### config.mk
export PLATFORM = sky130hd
export DESIGN_NAME = ufdc_device_control
export DESIGN_NICKNAME = d
export VERILOG_FILES = /design/src/ufdc_pkg.sv /design/src/ufdc_device_control.sv /design/src/ufdc_iso_gate.sv
export SDC_FILE = /design/constraint.sdc
export NUM_CORES = 1
export LEC_CHECK = 0
export ABC_AREA = 1
export BUFFER_PORTS_ARGS = -buffer_cell sky130_fd_sc_hd__buf_4
export CORE_MARGIN = 3
export CORE_UTILIZATION = 30
export CTS_CLUSTER_DIAMETER = 50
export CTS_CLUSTER_SIZE = 40
export DETAILED_ROUTE_END_ITERATION = 12
export PLACE_DENSITY_LB_ADDON = 0.3
export SLEW_MARGIN = 20
export SYNTH_ARGS = -nofsm -noshare
export SYNTH_HDL_FRONTEND = slang
export SYNTH_SLANG_ARGS = --single-unit
### constraint.sdc
create_clock -name aclk -period 1.4 [get_ports aclk]
set_clock_uncertainty 0.1 [all_clocks]
set_input_delay 0.14 -clock aclk [delete_from_list [all_inputs] [get_ports aclk]]
set_output_delay 0.14 -clock aclk [all_outputs]
set_load 0.005 [all_outputs]
### src/ufdc_pkg.sv
// package for usb function device control: offsets, fields, resets, states
package ufdc_pkg;
  // register indices as printed; byte address is four times the index
  localparam logic [7:0] IDX_FUNCTION_ADDRESS = 8'h00;
  localparam logic [7:0] IDX_POWER_CONTROL    = 8'h01;
  localparam logic [7:0] IDX_IN_EP_FLAGS      = 8'h02;
  localparam logic [7:0] IDX_COMMON_FLAGS     = 8'h06;
  localparam logic [7:0] IDX_IN_EP_ENABLES    = 8'h07;
  localparam logic [7:0] IDX_COMMON_ENABLES   = 8'h0B;
  localparam logic [7:0] IDX_EVENT_STATUS     = 8'h10;
  // power_control fields, then the function address pending bit
  localparam int PWR_SUSPEND_EN  = 0;
  localparam int PWR_SUSPEND_MD  = 1;
  localparam int PWR_RESUME      = 2;
  localparam int PWR_RESET       = 3;
  localparam int PWR_INHIBIT     = 4;
  localparam int PWR_ISO_GATE    = 7;
  localparam int FUNCTION_ADDRESS_PENDING   = 7;
  // common flag fields
  localparam int CM_SUSPEND = 0;
  localparam int CM_RESUME  = 1;
  localparam int CM_RESET   = 2;
  localparam int CM_SOF     = 3;
  // reset values
  localparam logic [7:0] RST_POWER_CONTROL  = 8'h10;
  localparam logic [7:0] RST_FUNC_ADDRESS   = 8'h00;
  localparam logic [3:0] RST_IN_EP_ENABLES  = 4'hF;
  localparam logic [3:0] RST_COMMON_ENABLES = 4'h6;
  localparam logic [3:0] BUS_RESET_COMMON_EN = 4'hE;
  // axi responses
  localparam logic [1:0] RESP_OKAY   = 2'b00;
  localparam logic [1:0] RESP_SLVERR = 2'b10;
  // software reset pulse length
  localparam int         SOFT_RESET_NS     = 8;
  localparam int         CLOCK_PERIOD_NS   = 4;
  localparam logic [1:0] SOFT_RESET_CYCLES =
    2'((SOFT_RESET_NS + CLOCK_PERIOD_NS - 1) / CLOCK_PERIOD_NS);
  typedef enum logic [1:0] {
    UFDC_ACTIVE  = 2'b00,
    UFDC_SUSPEND = 2'b01,
    UFDC_WAKE    = 2'b10
  } ufdc_state_type;
endpackage : ufdc_pkg
### src/ufdc_device_control.sv
// device level control for a usb function: address, power, flags, axi slave
// Behaviour
// [RULE1] address write sets pending; cleared when applied
// [RULE2] seven bit address applied after request completes
// [RULE3] bus reset sets flag, zeros address, flushes
// [RULE4] bus reset enables all but suspend, clears
// [RULE5] writing reset bit resets all usb registers
// [RULE6] reset bit reads live bus reset state
// [RULE7] suspend detect enabled enters suspend, sets flag
// [RULE8] leave suspend on resume, reset, device reset
// [RULE9] resume while suspended exits, raises resume flag
// [RULE10] force resume drives wakeup; clearing ends suspend
// [RULE11] software clears force resume after 10-15 ms
// [RULE12] common flag read after resume clears suspend
// [RULE13] iso gating holds packet until next sof
// [RULE14] no gating sends packet at next token
// [RULE15] inhibit set at reset, software only clears
// [RULE16] inhibit ignores all usb traffic; request_done still applies a pending address while inhibited
// [RULE17] software configures before clearing inhibit
// [RULE18] irq asserted while any flag set
// [RULE19] reading a flag register clears it
// [RULE20] in flags bits 3-0, upper bits zero
// [RULE21] common flags for reset, resume, suspend, sof
// [RULE22] per source enables; in enables reset to ones
// [RULE23] flags set only for enabled sources; bus reset sets the reset flag whatever its enable
`timescale 1ns/1ps
module ufdc_device_control
  import ufdc_pkg::*;
(
  input  wire logic        aclk,
  input  wire logic        aresetn,
  input  wire logic [31:0] s_axi_awaddr,
  input  wire logic        s_axi_awvalid,
  output logic             s_axi_awready,
  input  wire logic [31:0] s_axi_wdata,
  input  wire logic [3:0]  s_axi_wstrb,
  input  wire logic        s_axi_wvalid,
  output logic             s_axi_wready,
  output logic [1:0]       s_axi_bresp,
  output logic             s_axi_bvalid,
  input  wire logic        s_axi_bready,
  input  wire logic [31:0] s_axi_araddr,
  input  wire logic        s_axi_arvalid,
  output logic             s_axi_arready,
  output logic [31:0]      s_axi_rdata,
  output logic [1:0]       s_axi_rresp,
  output logic             s_axi_rvalid,
  input  wire logic        s_axi_rready,
  input  wire logic        bus_reset_seen,
  input  wire logic        bus_suspend_seen,
  input  wire logic        bus_resume_seen,
  input  wire logic        bus_sof,
  input  wire logic        request_done,
  input  wire logic [3:0]  in_endpoint_event,
  input  wire logic [3:0]  in_packet_ready_set,
  input  wire logic [3:0]  in_packet_sent,
  output logic             usb_irq,
  output logic             drive_resume,
  output logic             function_inhibit,
  output logic             endpoint_flush,
  output logic [6:0]       active_address,
  output logic [3:0]       in_packet_armed
);
  logic [6:0]     new_address;
  logic           address_pending;
  logic           suspend_detect_enable;
  logic           iso_sof_gating;
  logic           force_resume;
  logic [3:0]     in_endpoint_irq_flags;
  logic [3:0]     common_irq_flags;
  logic [3:0]     in_endpoint_irq_enables;
  logic [3:0]     common_irq_enables;
  logic           resume_seen;
  ufdc_state_type state;
  logic [1:0]     soft_reset_count;
  logic           usb_rst_n;
  logic           traffic_on;
  logic           aw_held;
  logic           w_held;
  logic [7:0]     aw_index;
  logic [7:0]     w_byte;
  logic           w_lane0;
  logic           wr_fire;
  logic           rd_fire;
  logic [7:0]     rd_index;
  logic [7:0]     next_rdata;
  logic           next_rerr;
  logic           wr_addr_hit;
  logic           wr_power_hit;
  logic           rd_in_hit;
  logic           rd_cm_hit;
  logic           suspend_event;
  logic           resume_event;
  logic           wake_end;
  logic [3:0]     armed_raw;

  function automatic logic [7:0] word_index(input logic [31:0] addr);
    word_index = addr[9:2];
  endfunction : word_index

  function automatic logic known_index(input logic [7:0] idx);
    known_index = (idx == IDX_FUNCTION_ADDRESS) || (idx == IDX_POWER_CONTROL) ||
                  (idx == IDX_IN_EP_FLAGS) || (idx == IDX_COMMON_FLAGS) ||
                  (idx == IDX_IN_EP_ENABLES) || (idx == IDX_COMMON_ENABLES) ||
                  (idx == IDX_EVENT_STATUS);
  endfunction : known_index

  // write channel capture, address and data in either order
  assign wr_fire = aw_held && w_held && !s_axi_bvalid;
  assign rd_fire = s_axi_arvalid && s_axi_arready;
  assign rd_index = word_index(s_axi_araddr);
  assign wr_addr_hit  = wr_fire && w_lane0 && (aw_index == IDX_FUNCTION_ADDRESS);
  assign wr_power_hit = wr_fire && w_lane0 && (aw_index == IDX_POWER_CONTROL);
  assign rd_in_hit = rd_fire && (rd_index == IDX_IN_EP_FLAGS);
  assign rd_cm_hit = rd_fire && (rd_index == IDX_COMMON_FLAGS);

  always_ff @(posedge aclk) begin
    if (!aresetn) begin
      s_axi_awready <= 1'b1;
      s_axi_wready  <= 1'b1;
      aw_held       <= 1'b0;
      w_held        <= 1'b0;
      aw_index      <= 8'h00;
      w_byte        <= 8'h00;
      w_lane0       <= 1'b0;
      s_axi_bvalid  <= 1'b0;
      s_axi_bresp   <= RESP_OKAY;
    end else begin
      if (s_axi_awvalid && s_axi_awready) begin
        aw_held       <= 1'b1;
        aw_index      <= word_index(s_axi_awaddr);
        s_axi_awready <= 1'b0;
      end
      if (s_axi_wvalid && s_axi_wready) begin
        w_held       <= 1'b1;
        w_byte       <= s_axi_wdata[7:0];
        w_lane0      <= s_axi_wstrb[0];
        s_axi_wready <= 1'b0;
      end
      if (wr_fire) begin
        s_axi_bvalid <= 1'b1;
        s_axi_bresp  <= known_index(aw_index) ? RESP_OKAY : RESP_SLVERR;
        aw_held      <= 1'b0;
        w_held       <= 1'b0;
      end
      if (s_axi_bvalid && s_axi_bready) begin
        s_axi_bvalid  <= 1'b0;
        s_axi_awready <= 1'b1;
        s_axi_wready  <= 1'b1;
      end
    end
  end

  // read data decode
  always_comb begin
    next_rdata = 8'h00;
    next_rerr  = 1'b0;
    case (rd_index)
      IDX_FUNCTION_ADDRESS: next_rdata = {address_pending, new_address};
      IDX_POWER_CONTROL: begin
        next_rdata[PWR_ISO_GATE]   = iso_sof_gating;
        next_rdata[PWR_INHIBIT]    = function_inhibit;
        next_rdata[PWR_RESET]      = bus_reset_seen; // see [RULE6]
        next_rdata[PWR_RESUME]     = force_resume;
        next_rdata[PWR_SUSPEND_MD] = (state != UFDC_ACTIVE);
        next_rdata[PWR_SUSPEND_EN] = suspend_detect_enable;
      end
      IDX_IN_EP_FLAGS:    next_rdata = {4'h0, in_endpoint_irq_flags}; // see [RULE20]
      IDX_COMMON_FLAGS:   next_rdata = {4'h0, common_irq_flags};
      IDX_IN_EP_ENABLES:  next_rdata = {4'h0, in_endpoint_irq_enables};
      IDX_COMMON_ENABLES: next_rdata = {4'h0, common_irq_enables};
      IDX_EVENT_STATUS:   next_rdata = {5'h00, resume_seen, state};
      default:            next_rerr = 1'b1;
    endcase
  end

  always_ff @(posedge aclk) begin
    if (!aresetn) begin
      s_axi_arready <= 1'b1;
      s_axi_rvalid  <= 1'b0;
      s_axi_rdata   <= 32'h0000_0000;
      s_axi_rresp   <= RESP_OKAY;
    end else if (rd_fire) begin
      s_axi_arready <= 1'b0;
      s_axi_rvalid  <= 1'b1;
      s_axi_rdata   <= {24'h00_0000, next_rdata};
      s_axi_rresp   <= next_rerr ? RESP_SLVERR : RESP_OKAY;
    end else if (s_axi_rvalid && s_axi_rready) begin
      s_axi_rvalid  <= 1'b0;
      s_axi_arready <= 1'b1;
    end
  end

  // software reset: writing one to the reset bit pulses an internal reset
  always_ff @(posedge aclk) begin
    if (!aresetn) begin
      soft_reset_count <= 2'd0;
    end else if (wr_power_hit && w_byte[PWR_RESET]) begin
      soft_reset_count <= SOFT_RESET_CYCLES; // see [RULE5]
    end else if (soft_reset_count != 2'd0) begin
      soft_reset_count <= soft_reset_count - 2'd1;
    end
  end
  assign usb_rst_n = aresetn && (soft_reset_count == 2'd0);
  assign traffic_on = !function_inhibit; // see [RULE16]

  // function address and pending flag
  always_ff @(posedge aclk) begin
    if (!usb_rst_n) begin
      new_address     <= 7'h00;
      active_address  <= 7'h00;
      address_pending <= 1'b0;
    end else if (traffic_on && bus_reset_seen) begin
      new_address     <= 7'h00; // see [RULE3]
      active_address  <= 7'h00;
      address_pending <= 1'b0;
    end else if (wr_addr_hit) begin
      new_address     <= w_byte[6:0];
      address_pending <= 1'b1; // see [RULE1]
    end else if (address_pending && request_done) begin
      active_address  <= new_address; // see [RULE2]
      address_pending <= 1'b0; // see [RULE1]
    end
  end

  // power control bits
  always_ff @(posedge aclk) begin
    if (!usb_rst_n) begin
      function_inhibit      <= RST_POWER_CONTROL[PWR_INHIBIT]; // see [RULE15]
      suspend_detect_enable <= RST_POWER_CONTROL[PWR_SUSPEND_EN];
      iso_sof_gating        <= RST_POWER_CONTROL[PWR_ISO_GATE];
      force_resume          <= RST_POWER_CONTROL[PWR_RESUME];
    end else if (wr_power_hit) begin
      function_inhibit      <= function_inhibit & w_byte[PWR_INHIBIT]; // see [RULE15]
      suspend_detect_enable <= w_byte[PWR_SUSPEND_EN];
      iso_sof_gating        <= w_byte[PWR_ISO_GATE];
      force_resume          <= w_byte[PWR_RESUME] && (state != UFDC_ACTIVE);
    end
  end

  // suspend state machine
  assign suspend_event = traffic_on && suspend_detect_enable && bus_suspend_seen
                         && (state == UFDC_ACTIVE) && !bus_reset_seen; // see [RULE7]
  assign resume_event  = traffic_on && bus_resume_seen && (state == UFDC_SUSPEND);
  assign wake_end      = wr_power_hit && !w_byte[PWR_RESUME] && force_resume;

  always_ff @(posedge aclk) begin
    if (!usb_rst_n) begin
      state       <= UFDC_ACTIVE; // see [RULE8]
      resume_seen <= 1'b0;
    end else begin
      case (state)
        UFDC_ACTIVE: begin
          if (suspend_event) begin
            state <= UFDC_SUSPEND; // see [RULE7]
          end
        end
        UFDC_SUSPEND: begin
          if (traffic_on && bus_reset_seen) begin
            state <= UFDC_ACTIVE; // see [RULE8]
          end else if (resume_event) begin
            state       <= UFDC_WAKE; // see [RULE9]
            resume_seen <= 1'b1;
          end else if (wr_power_hit && w_byte[PWR_RESUME]) begin
            state <= UFDC_WAKE;
          end
        end
        UFDC_WAKE: begin
          if ((traffic_on && bus_reset_seen) || wake_end ||
              (resume_seen && rd_cm_hit)) begin
            state       <= UFDC_ACTIVE; // see [RULE10] see [RULE12]
            resume_seen <= 1'b0;
          end
        end
        default: state <= UFDC_ACTIVE;
      endcase
    end
  end

  // flags: set wins over read clear; set only when enabled, except the reset flag on bus reset
  always_ff @(posedge aclk) begin
    if (!usb_rst_n) begin
      in_endpoint_irq_flags   <= 4'h0;
      common_irq_flags        <= 4'h0;
      in_endpoint_irq_enables <= RST_IN_EP_ENABLES; // see [RULE22]
      common_irq_enables      <= RST_COMMON_ENABLES;
    end else if (traffic_on && bus_reset_seen) begin
      in_endpoint_irq_enables <= RST_IN_EP_ENABLES; // see [RULE4]
      common_irq_enables      <= BUS_RESET_COMMON_EN | (common_irq_enables & 4'h1);
      in_endpoint_irq_flags   <= 4'h0;
      common_irq_flags        <= {1'b0, BUS_RESET_COMMON_EN[CM_RESET], 2'b00}; // see [RULE21]
    end else begin
      if (wr_fire && w_lane0 && aw_index == IDX_IN_EP_ENABLES) begin
        in_endpoint_irq_enables <= w_byte[3:0];
      end
      if (wr_fire && w_lane0 && aw_index == IDX_COMMON_ENABLES) begin
        common_irq_enables <= w_byte[3:0];
      end
      in_endpoint_irq_flags <= (rd_in_hit ? 4'h0 : in_endpoint_irq_flags) // see [RULE19]
        | (traffic_on ? (in_endpoint_event & in_endpoint_irq_enables) : 4'h0); // see [RULE23]
      common_irq_flags <= (rd_cm_hit ? 4'h0 : common_irq_flags)
        | ({(traffic_on && bus_sof), 1'b0, (resume_event || wake_end), suspend_event}
           & common_irq_enables); // see [RULE21] see [RULE9] see [RULE10]
    end
  end

  // outputs from flip-flops
  always_ff @(posedge aclk) begin
    if (!usb_rst_n) begin
      usb_irq         <= 1'b0;
      drive_resume    <= 1'b0;
      endpoint_flush  <= 1'b0;
      in_packet_armed <= 4'hF;
    end else begin
      usb_irq         <= (in_endpoint_irq_flags != 4'h0) || (common_irq_flags != 4'h0); // see [RULE18]
      drive_resume    <= force_resume && (state == UFDC_WAKE); // see [RULE10]
      endpoint_flush  <= traffic_on && bus_reset_seen; // see [RULE3]
      in_packet_armed <= armed_raw & {4{traffic_on}};
    end
  end

  ufdc_iso_gate u_iso_gate (
    .aclk        (aclk),
    .aresetn     (usb_rst_n),
    .gate_on     (iso_sof_gating),
    .bus_sof     (bus_sof),
    .ready_set   (in_packet_ready_set),
    .ready_clear (in_packet_sent),
    .ready_armed (armed_raw)
  );

  a_irq_follows_flags: assert property (@(posedge aclk) disable iff (!usb_rst_n)
    ((in_endpoint_irq_flags != 4'h0) || (common_irq_flags != 4'h0)) |=> usb_irq)
    else $error("irq not raised after flag"); // see [RULE18]
  a_in_read_clears: assert property (@(posedge aclk) disable iff (!usb_rst_n)
    (rd_in_hit && !(traffic_on && bus_reset_seen) && in_endpoint_event == 4'h0)
    |=> in_endpoint_irq_flags == 4'h0)
    else $error("in flags not cleared by read"); // see [RULE19]
  a_addr_pending_set: assert property (@(posedge aclk) disable iff (!usb_rst_n)
    (wr_addr_hit && !(traffic_on && bus_reset_seen)) |=> address_pending)
    else $error("pending not set by address write"); // see [RULE1]
  a_addr_applied: assert property (@(posedge aclk) disable iff (!usb_rst_n)
    (address_pending && request_done && !wr_addr_hit && !bus_reset_seen)
    |=> (!address_pending && active_address == $past(new_address)))
    else $error("address not applied"); // see [RULE2]
  a_bus_reset_zero: assert property (@(posedge aclk) disable iff (!usb_rst_n)
    (traffic_on && bus_reset_seen) |=> (active_address == 7'h00 &&
    in_endpoint_irq_enables == 4'hF))
    else $error("bus reset did not clear state"); // see [RULE3]
  a_inhibit_sticky: assert property (@(posedge aclk) disable iff (!usb_rst_n)
    !function_inhibit |=> !function_inhibit)
    else $error("inhibit set by software"); // see [RULE15]
  a_inhibit_quiet: assert property (@(posedge aclk) disable iff (!usb_rst_n)
    (function_inhibit && state == UFDC_ACTIVE) |=> state == UFDC_ACTIVE)
    else $error("suspend entered while inhibited"); // see [RULE16]
  a_suspend_enter: assert property (@(posedge aclk) disable iff (!usb_rst_n)
    suspend_event |=> state == UFDC_SUSPEND ##1 (usb_irq || !common_irq_enables[CM_SUSPEND]))
    else $error("suspend not entered"); // see [RULE7]
  a_wake_ends: assert property (@(posedge aclk) disable iff (!usb_rst_n)
    wake_end |=> state == UFDC_ACTIVE)
    else $error("suspend mode not cleared"); // see [RULE10]
endmodule : ufdc_device_control

### src/ufdc_iso_gate.sv
// iso in gating: holds a ready packet until sof when gating is on
`timescale 1ns/1ps
module ufdc_iso_gate
  import ufdc_pkg::*;
(
  input  wire logic       aclk,
  input  wire logic       aresetn,
  input  wire logic       gate_on,
  input  wire logic       bus_sof,
  input  wire logic [3:0] ready_set,
  input  wire logic [3:0] ready_clear,
  output logic      [3:0] ready_armed
);
  logic [3:0] waiting;
  // waiting marks a packet readied since the last sof and not yet sent
  always_ff @(posedge aclk) begin
    if (!aresetn) begin
      waiting <= 4'h0;
    end else begin
      waiting <= (bus_sof ? 4'h0 : (waiting & ~ready_clear)) | ready_set;
    end
  end
  // armed when gating is off, or sof has passed since readiness
  assign ready_armed = gate_on ? ~waiting : 4'hF; // see [RULE13] see [RULE14]
endmodule : ufdc_iso_gate

; ---- Word level (Yosys, flattened, before mapping)
; Index checks and enable logic that the tools add are counted.
[classes]
n_addsub = 1
eq_ne = 19
mux = 31
n_bitwise = 14
reduce_logical = 67
[op_table]
columns = op, n
row1 = 5-bit one-hot mux with 7 select lines, 1
row2 = 8-bit by 3-bit equality test with 1-bit output (second input constant), 4
row3 = 1-bit logical AND, 31
row4 = 4-bit two-way mux, 7
row5 = 2-bit two-way mux, 10
row6 = 4-bit AND, 4
row7 = 8-bit by 1-bit equality test with 1-bit output (second input constant), 2
row8 = 8-bit by 2-bit equality test with 1-bit output (second input constant), 2
row9 = 8-bit by 4-bit equality test with 1-bit output (second input constant), 2
row10 = 8-bit by 5-bit equality test with 1-bit output (second input constant), 2
row11 = 8-bit logical NOT, 2
row12 = 2-bit nonzero test, 7
row13 = 4-bit bitwise OR, 3
row14 = 1-bit logical OR, 10
row15 = 1-bit two-way mux, 9
row16 = 2-bit inequality test (second input constant), 4
row17 = 4-bit NOT, 2
row18 = 4-bit nonzero test, 2
row19 = 2-bit OR reduction, 4
row20 = 7-bit OR reduction, 1
row21 = 2-bit one-hot mux with 3 select lines, 1
row22 = 1-bit logical NOT, 4
row23 = 2-bit logical NOT, 2
row24 = 4-bit by 2-bit inequality test with 1-bit output (second input constant), 1
row25 = 10 further kinds, 15
[word_totals]
reg_bits = 87
in_bits = 124
output_inout_bits = 56
elab_cells = 168

; ---- Longest topological paths before layout
[depth]
depth_word = 10
mapped_depth = 10
ltp_nobuf = 9

; ---- Modules after synthesis
; Synthesis repeated with hierarchy kept, for this count alone.
[unflattened]
cells_unflattened = 542
hier_area_um2 = 3856.2
[modules_own_cells]
columns = module, instances, cells_each, area_per_inst_um2, seq_area_each_um2
row1 = ufdc_device_control, 1, 516, 3686.0, 1621.6
row2 = ufdc_iso_gate, 1, 26, 170.2, 80.1

; ---- Worst setup path after synthesis
; OpenSTA, ideal clock, no wires.
[synth_path]
kind = flip-flop to flip-flop
from = register aw_index[7]
to = register new_address[3]
setup_time_ps = 117
t_arrival_ps = 1133
setup_slack_ps = 50
stages_incl_launch_ff = 8
n_path_buf = 1
synth_period_minus_slack_ps = 1350
path_cell_list = dfxtp_1 -> nor2_1 -> nand2_2 -> nor2_4 -> nand2_2 -> buf_4 -> o21ai_1 -> a21oi_1
[synth_between]
elab_chain_len = 2
[synth_rtl]
columns = item, line_no
row1 = "start, declared", ufdc_device_control.sv:80  ; logic [7:0] aw_index;
row2 = "start signal, assigned", ufdc_device_control.sv:131  ; aw_index <= word_index(s_axi_awaddr);
row3 = 8-bit logical NOT, ufdc_device_control.sv:112  ; assign wr_addr_hit = wr_fire && w_lane0 && (aw_index == IDX_FUNCTION_ADDRESS);
row4 = 1-bit logical AND, ufdc_device_control.sv:112
row5 = "end signal, assigned", ufdc_device_control.sv:218  ; new_address <= w_byte[6:0];
row6 = "end, declared", ufdc_device_control.sv:64  ; logic [6:0] new_address;
; Every way passes these cells.
; A chain may end at the register's enable or synchronous reset.

; ---- Final worst setup path
[layout_path]
from = register aw_index[7]
to = register common_irq_enables[3]
[layout_between]
elab_chain_len = 3
[layout_rtl]
columns = item, line_no
row1 = 8-bit by 4-bit equality test with 1-bit output, ufdc_device_control.sv:296  ; if (wr_fire && w_lane0 && aw_index == IDX_COMMON_ENABLES) begin
row2 = 1-bit logical AND, ufdc_device_control.sv:296
row3 = 2-bit nonzero test (no line), n/a
row4 = "end signal, assigned", ufdc_device_control.sv:289  ; common_irq_enables <= BUS_RESET_COMMON_EN | (common_irq_enables & 4'h1);
row5 = "end signal, assigned", ufdc_device_control.sv:297  ; common_irq_enables <= w_byte[3:0];
row6 = "end, declared", ufdc_device_control.sv:72  ; logic [3:0] common_irq_enables;
; Every way passes these cells.

==> qor.log <==
[sta] tightest hold margin 0.00476 ns
[synthesis] area of the mapped netlist 3910 µm²
[layout] ANT cells 0
[place] pre-CTS WS -0.149 ns
[sta] time the worst path needs with I/O delays and setup 1.44 ns
[critical_path] maximum fanout encountered on the critical timing path 5
[layout] Filler Cell Count 1246
[detailed_routing] DRC violation count after routing 0
[run] number of maximum-capacitance constraint violations 0
[detailed_routing] DR WL/cell 12.8 µm
[synthesis] YS warnings 0
[pwr] leakage power summed over all cells 0.00249 µW
[sta] max-slew violations 0
[detailed_routing] total routed wirelength 11000 µm
[floorplanning] io pins 180
[synthesis] top post-synthesis cells by area sky130_fd_sc_hd__dfxtp_1 (43%), sky130_fd_sc_hd__nand2_1 (9.8%), sky130_fd_sc_hd__nor2_1 (6.4%)
[pwr] P per Cell Area 968 nW/µm²
[hold_path] hold worst-path end u_iso_gate.waiting[2]
[detailed_routing] detail-routed via count per cell 4.47
[layout] nets 810
[global_routing] met3 layer usage reported by global route 0.0360
[critical_path] type of the worst setup path reg -> reg
[floorplanning] placement row count 41
[detailed_routing] routed vias 3858
[global_routing] met2 global-route usage 0.250
[synthesis] sequential cell area fraction in the yosys report 0.435
[place] estimated wirelength of the detail-placed design 8310 µm
[critical_path] count of cells along the worst register-to-register path 7
[global_routing] pin count of the biggest net entering global routing 25
[critical_path] Worst Setup End Kind flip-flop
[clock_tree] TritonCTS clock tree built
[pwr] VDD IR-drop max 520 µV
[clock_tree] Bufs on Longest Clock Path 2
[clock_tree] number of sinks driven by the clock tree 85
[hold_path] source of the worst hold timing path in_packet_sent[2]
[sta] total of endpoints with negative setup slack in the final report 3
[global_routing] global router's overall resource usage 0.153
[synthesis] library cells used by synthesis 36
[global_routing] grt peak-use layer met2
[floorplanning] placeable core region 12700 µm²
[run_status] violated checks setup timing
[sta] Worst Slack Setup Final -0.0415 ns
[synthesis] Syn Inst Count 530
[sta] maximum operating frequency 694 MHz
[global_routing] vias in the first global route 3683
[place] Routability Congestion 0.865
[layout] area taken by flip-flops and latches 1710 µm²
[place] count of port buffers added during placement 78
[layout] signed area change from the synthesized netlist to the final layout 45.0%
[critical_path] Worst EP arrival 1.58 ns
[critical_path] R2R Setup Slk -0.04 ns
[hold_path] worst min path class in -> reg
[global_routing] number of antenna violations at the first check in global routing 0
[layout] proportion of layout cells with a drive suffix above 1 0.310
[critical_path] capture point of the worst reg-to-reg path common_irq_enables[3]
[clock_tree] CTS H-tree lvls 3
[clock_tree] Inserted Clock Buffers 9
[floorplanning] Die Outline Area 14400 µm²
[global_routing] first-pass GRT wire length 17500 µm
[floorplanning] starting density of the core 0.309
[global_routing] met1 routing resource usage after global routing 0.197
[sta] post-route clock period utilization 1.03
[sta] RSZ-0062 raised after global routing yes
[global_routing] overflow left after global routing 0
[sta] number of hold violations in the final report 0
[clock_tree] source-to-sink clock delay at the later pin of the worst-skew pair 0.34 ns
[critical_path] Critical Path Start Type flip-flop
[critical_path] startpoint of the worst-slack reg-to-reg timing path aw_index[7]
[layout] most frequent cells in the layout sky130_fd_sc_hd__buf_4 (126), sky130_fd_sc_hd__nand2_1 (97), sky130_fd_sc_hd__dfxtp_1 (76), sky130_fd_sc_hd__nor2_1 (62), sky130_fd_sc_hd__inv_1 (48)
[synthesis] post-synthesis cell type with the largest combined area sky130_fd_sc_hd__dfxtp_1
[floorplanning] Chip Height 120 µm
[hold_path] Worst Hold Depth 3
[floorplanning] horizontal die dimension 120 µm
[clock_tree] clock-pin slew reported for the worst setup and hold paths after clock tree synthesis 0.06 ns
[layout] Multi-input gate area 1960 µm²
[synthesis] top-area cell type share of the netlist area 0.435
[detailed_routing] remaining antenna violation count 0
[detailed_routing] initial detailed-routing violation count 195
[critical_path] required time reported for the critical path endpoint 1.53 ns
[synthesis] syn_area_per_cell 7.38 µm²
[synthesis] post-synthesis sequential element count 85
[clock_tree] buffer type at the clock tree root sky130_fd_sc_hd__clkbuf_16
[run_status] result of the run complete, but fails checks
[layout] most common library cell in the layout ignoring fill and taps sky130_fd_sc_hd__buf_4
[detailed_routing] Initial DRT Pass Iterations 5
layout make-up:
type                       instances  share of cell area
sequential                        85               0.302
clock buffer                      12              0.0452
clock inverter                     4             0.00397
tap                              172              0.0379
inverter                          54              0.0362
multi-input combinational        376               0.345
timing repair buffer             160               0.229
sequential cells by signal (all words and copies together), names as in the netlist, 4 cells and up:
signal,flops
aw_index,8
in_packet_armed,4
u_iso_gate.waiting,4
new_address,7
in_endpoint_irq_enables,4
s_axi_rdata,8
w_byte,8
common_irq_flags,4
in_endpoint_irq_flags,4
common_irq_enables,4
active_address,7
per-layer routing:
layer	part of all wire	up-vias
met2	0.47	116
met5	0	-
met3	0.062	16
met4	0.020	0
met1	0.45	1734
li1	-	1992
critical path: stages (launching register included):
cell and delay [ns]:
sky130_fd_sc_hd__dfxtp_2 0.33, sky130_fd_sc_hd__nor2_4 0.13, sky130_fd_sc_hd__nand2_4 0.11, sky130_fd_sc_hd__nor4_4 0.25, sky130_fd_sc_hd__buf_4 0.20, sky130_fd_sc_hd__a21oi_2 0.05, sky130_fd_sc_hd__nor2_1 0.11, sky130_fd_sc_hd__nor2_1 0.05
through the flow:
stage               power (µW)  utilization  std cells  cell area [µm²]  TNS, ns
global placement          3170        0.382        806             4840    -1.06
global route              5720        0.448        863             5670   -0.576
detailed placement        3180        0.382        806             4840    -1.64
finish                    5490        0.448        863             5670  -0.0774
CTS                       5530        0.438        860             5550  -0.0481
floorplan                 2940            -        555             4010        0
synthesized netlist by cell type:
cell,count
sky130_fd_sc_hd__o211ai_1,2
sky130_fd_sc_hd__buf_4,29
sky130_fd_sc_hd__nor3_4,1
sky130_fd_sc_hd__nand4_1,3
sky130_fd_sc_hd__buf_8,1
sky130_fd_sc_hd__nor3_1,5
sky130_fd_sc_hd__o21ai_0,30
sky130_fd_sc_hd__inv_2,6
sky130_fd_sc_hd__o21a_1,4
sky130_fd_sc_hd__nand2_2,4
sky130_fd_sc_hd__a21boi_0,1
sky130_fd_sc_hd__nor2_4,3
sky130_fd_sc_hd__nand3_2,1
sky130_fd_sc_hd__dfxtp_1,85
sky130_fd_sc_hd__nand3_4,1
sky130_fd_sc_hd__clkbuf_1,6
sky130_fd_sc_hd__nor2_1,67
sky130_fd_sc_hd__nor3b_2,1
sky130_fd_sc_hd__nor4_1,2
sky130_fd_sc_hd__o31ai_1,2
sky130_fd_sc_hd__o21ai_2,3
sky130_fd_sc_hd__o21bai_1,1
sky130_fd_sc_hd__nor4_4,1
sky130_fd_sc_hd__buf_2,4
sky130_fd_sc_hd__buf_6,1
sky130_fd_sc_hd__inv_1,48
sky130_fd_sc_hd__nand4_2,1
sky130_fd_sc_hd__nand2_1,102
sky130_fd_sc_hd__a21oi_1,42
sky130_fd_sc_hd__o21ai_1,9
sky130_fd_sc_hd__nor2_2,1
sky130_fd_sc_hd__a211oi_1,1
sky130_fd_sc_hd__conb_1,1
sky130_fd_sc_hd__a31o_2,1
sky130_fd_sc_hd__nand3_1,47
sky130_fd_sc_hd__a21oi_2,13
kinds of logic (layout without fill, tap and decap cells):
family                 after synthesis  count (layout)  synth area share
AOI/OAI and AO/OA                  109             109             0.163
and+or+nand+nor                    240             241             0.276
DFF                                 85              85             0.435
buffers and inverters               95             230             0.125
other                                1              26          0.000958
where the power goes:
part	leakage, µW	switching, µW	internal, µW
Clock	0.000138	938	1290
Combinational	0.00166	342	337
Sequential	0.000697	77.0	2510
Total	0.00249	1360	4140
timing repair:
action	in CTS	in global routing
gates resized for setup	22	29
pin swaps	4	5
buffers inserted	8	3
hold endpoints to repair	27	0
endpoints found under the setup margin	26	29
gates cloned	1	0
hold buffers	29	0
worst max-delay path by stage:
| stage | slack (ns) | startpoint | end |
|---|---|---|---|
| 6_report | -0.04 | aw_index[7] | common_irq_enables[3] |
| 5_1_grt | -0.09 | aw_index[7] | common_irq_enables[3] |
| 4_1_cts | -0.04 | aw_index[7] | common_irq_enables[3] |
| 3_5_place_dp | -0.15 | aw_index[7] | state[1] |
| 3_3_place_gp | -0.12 | aw_index[7] | state[1] |
| 2_1_floorplan | 0.05 | aw_index[7] | new_address[3] |
No activity file was read; power rests on OpenSTA's default activity.
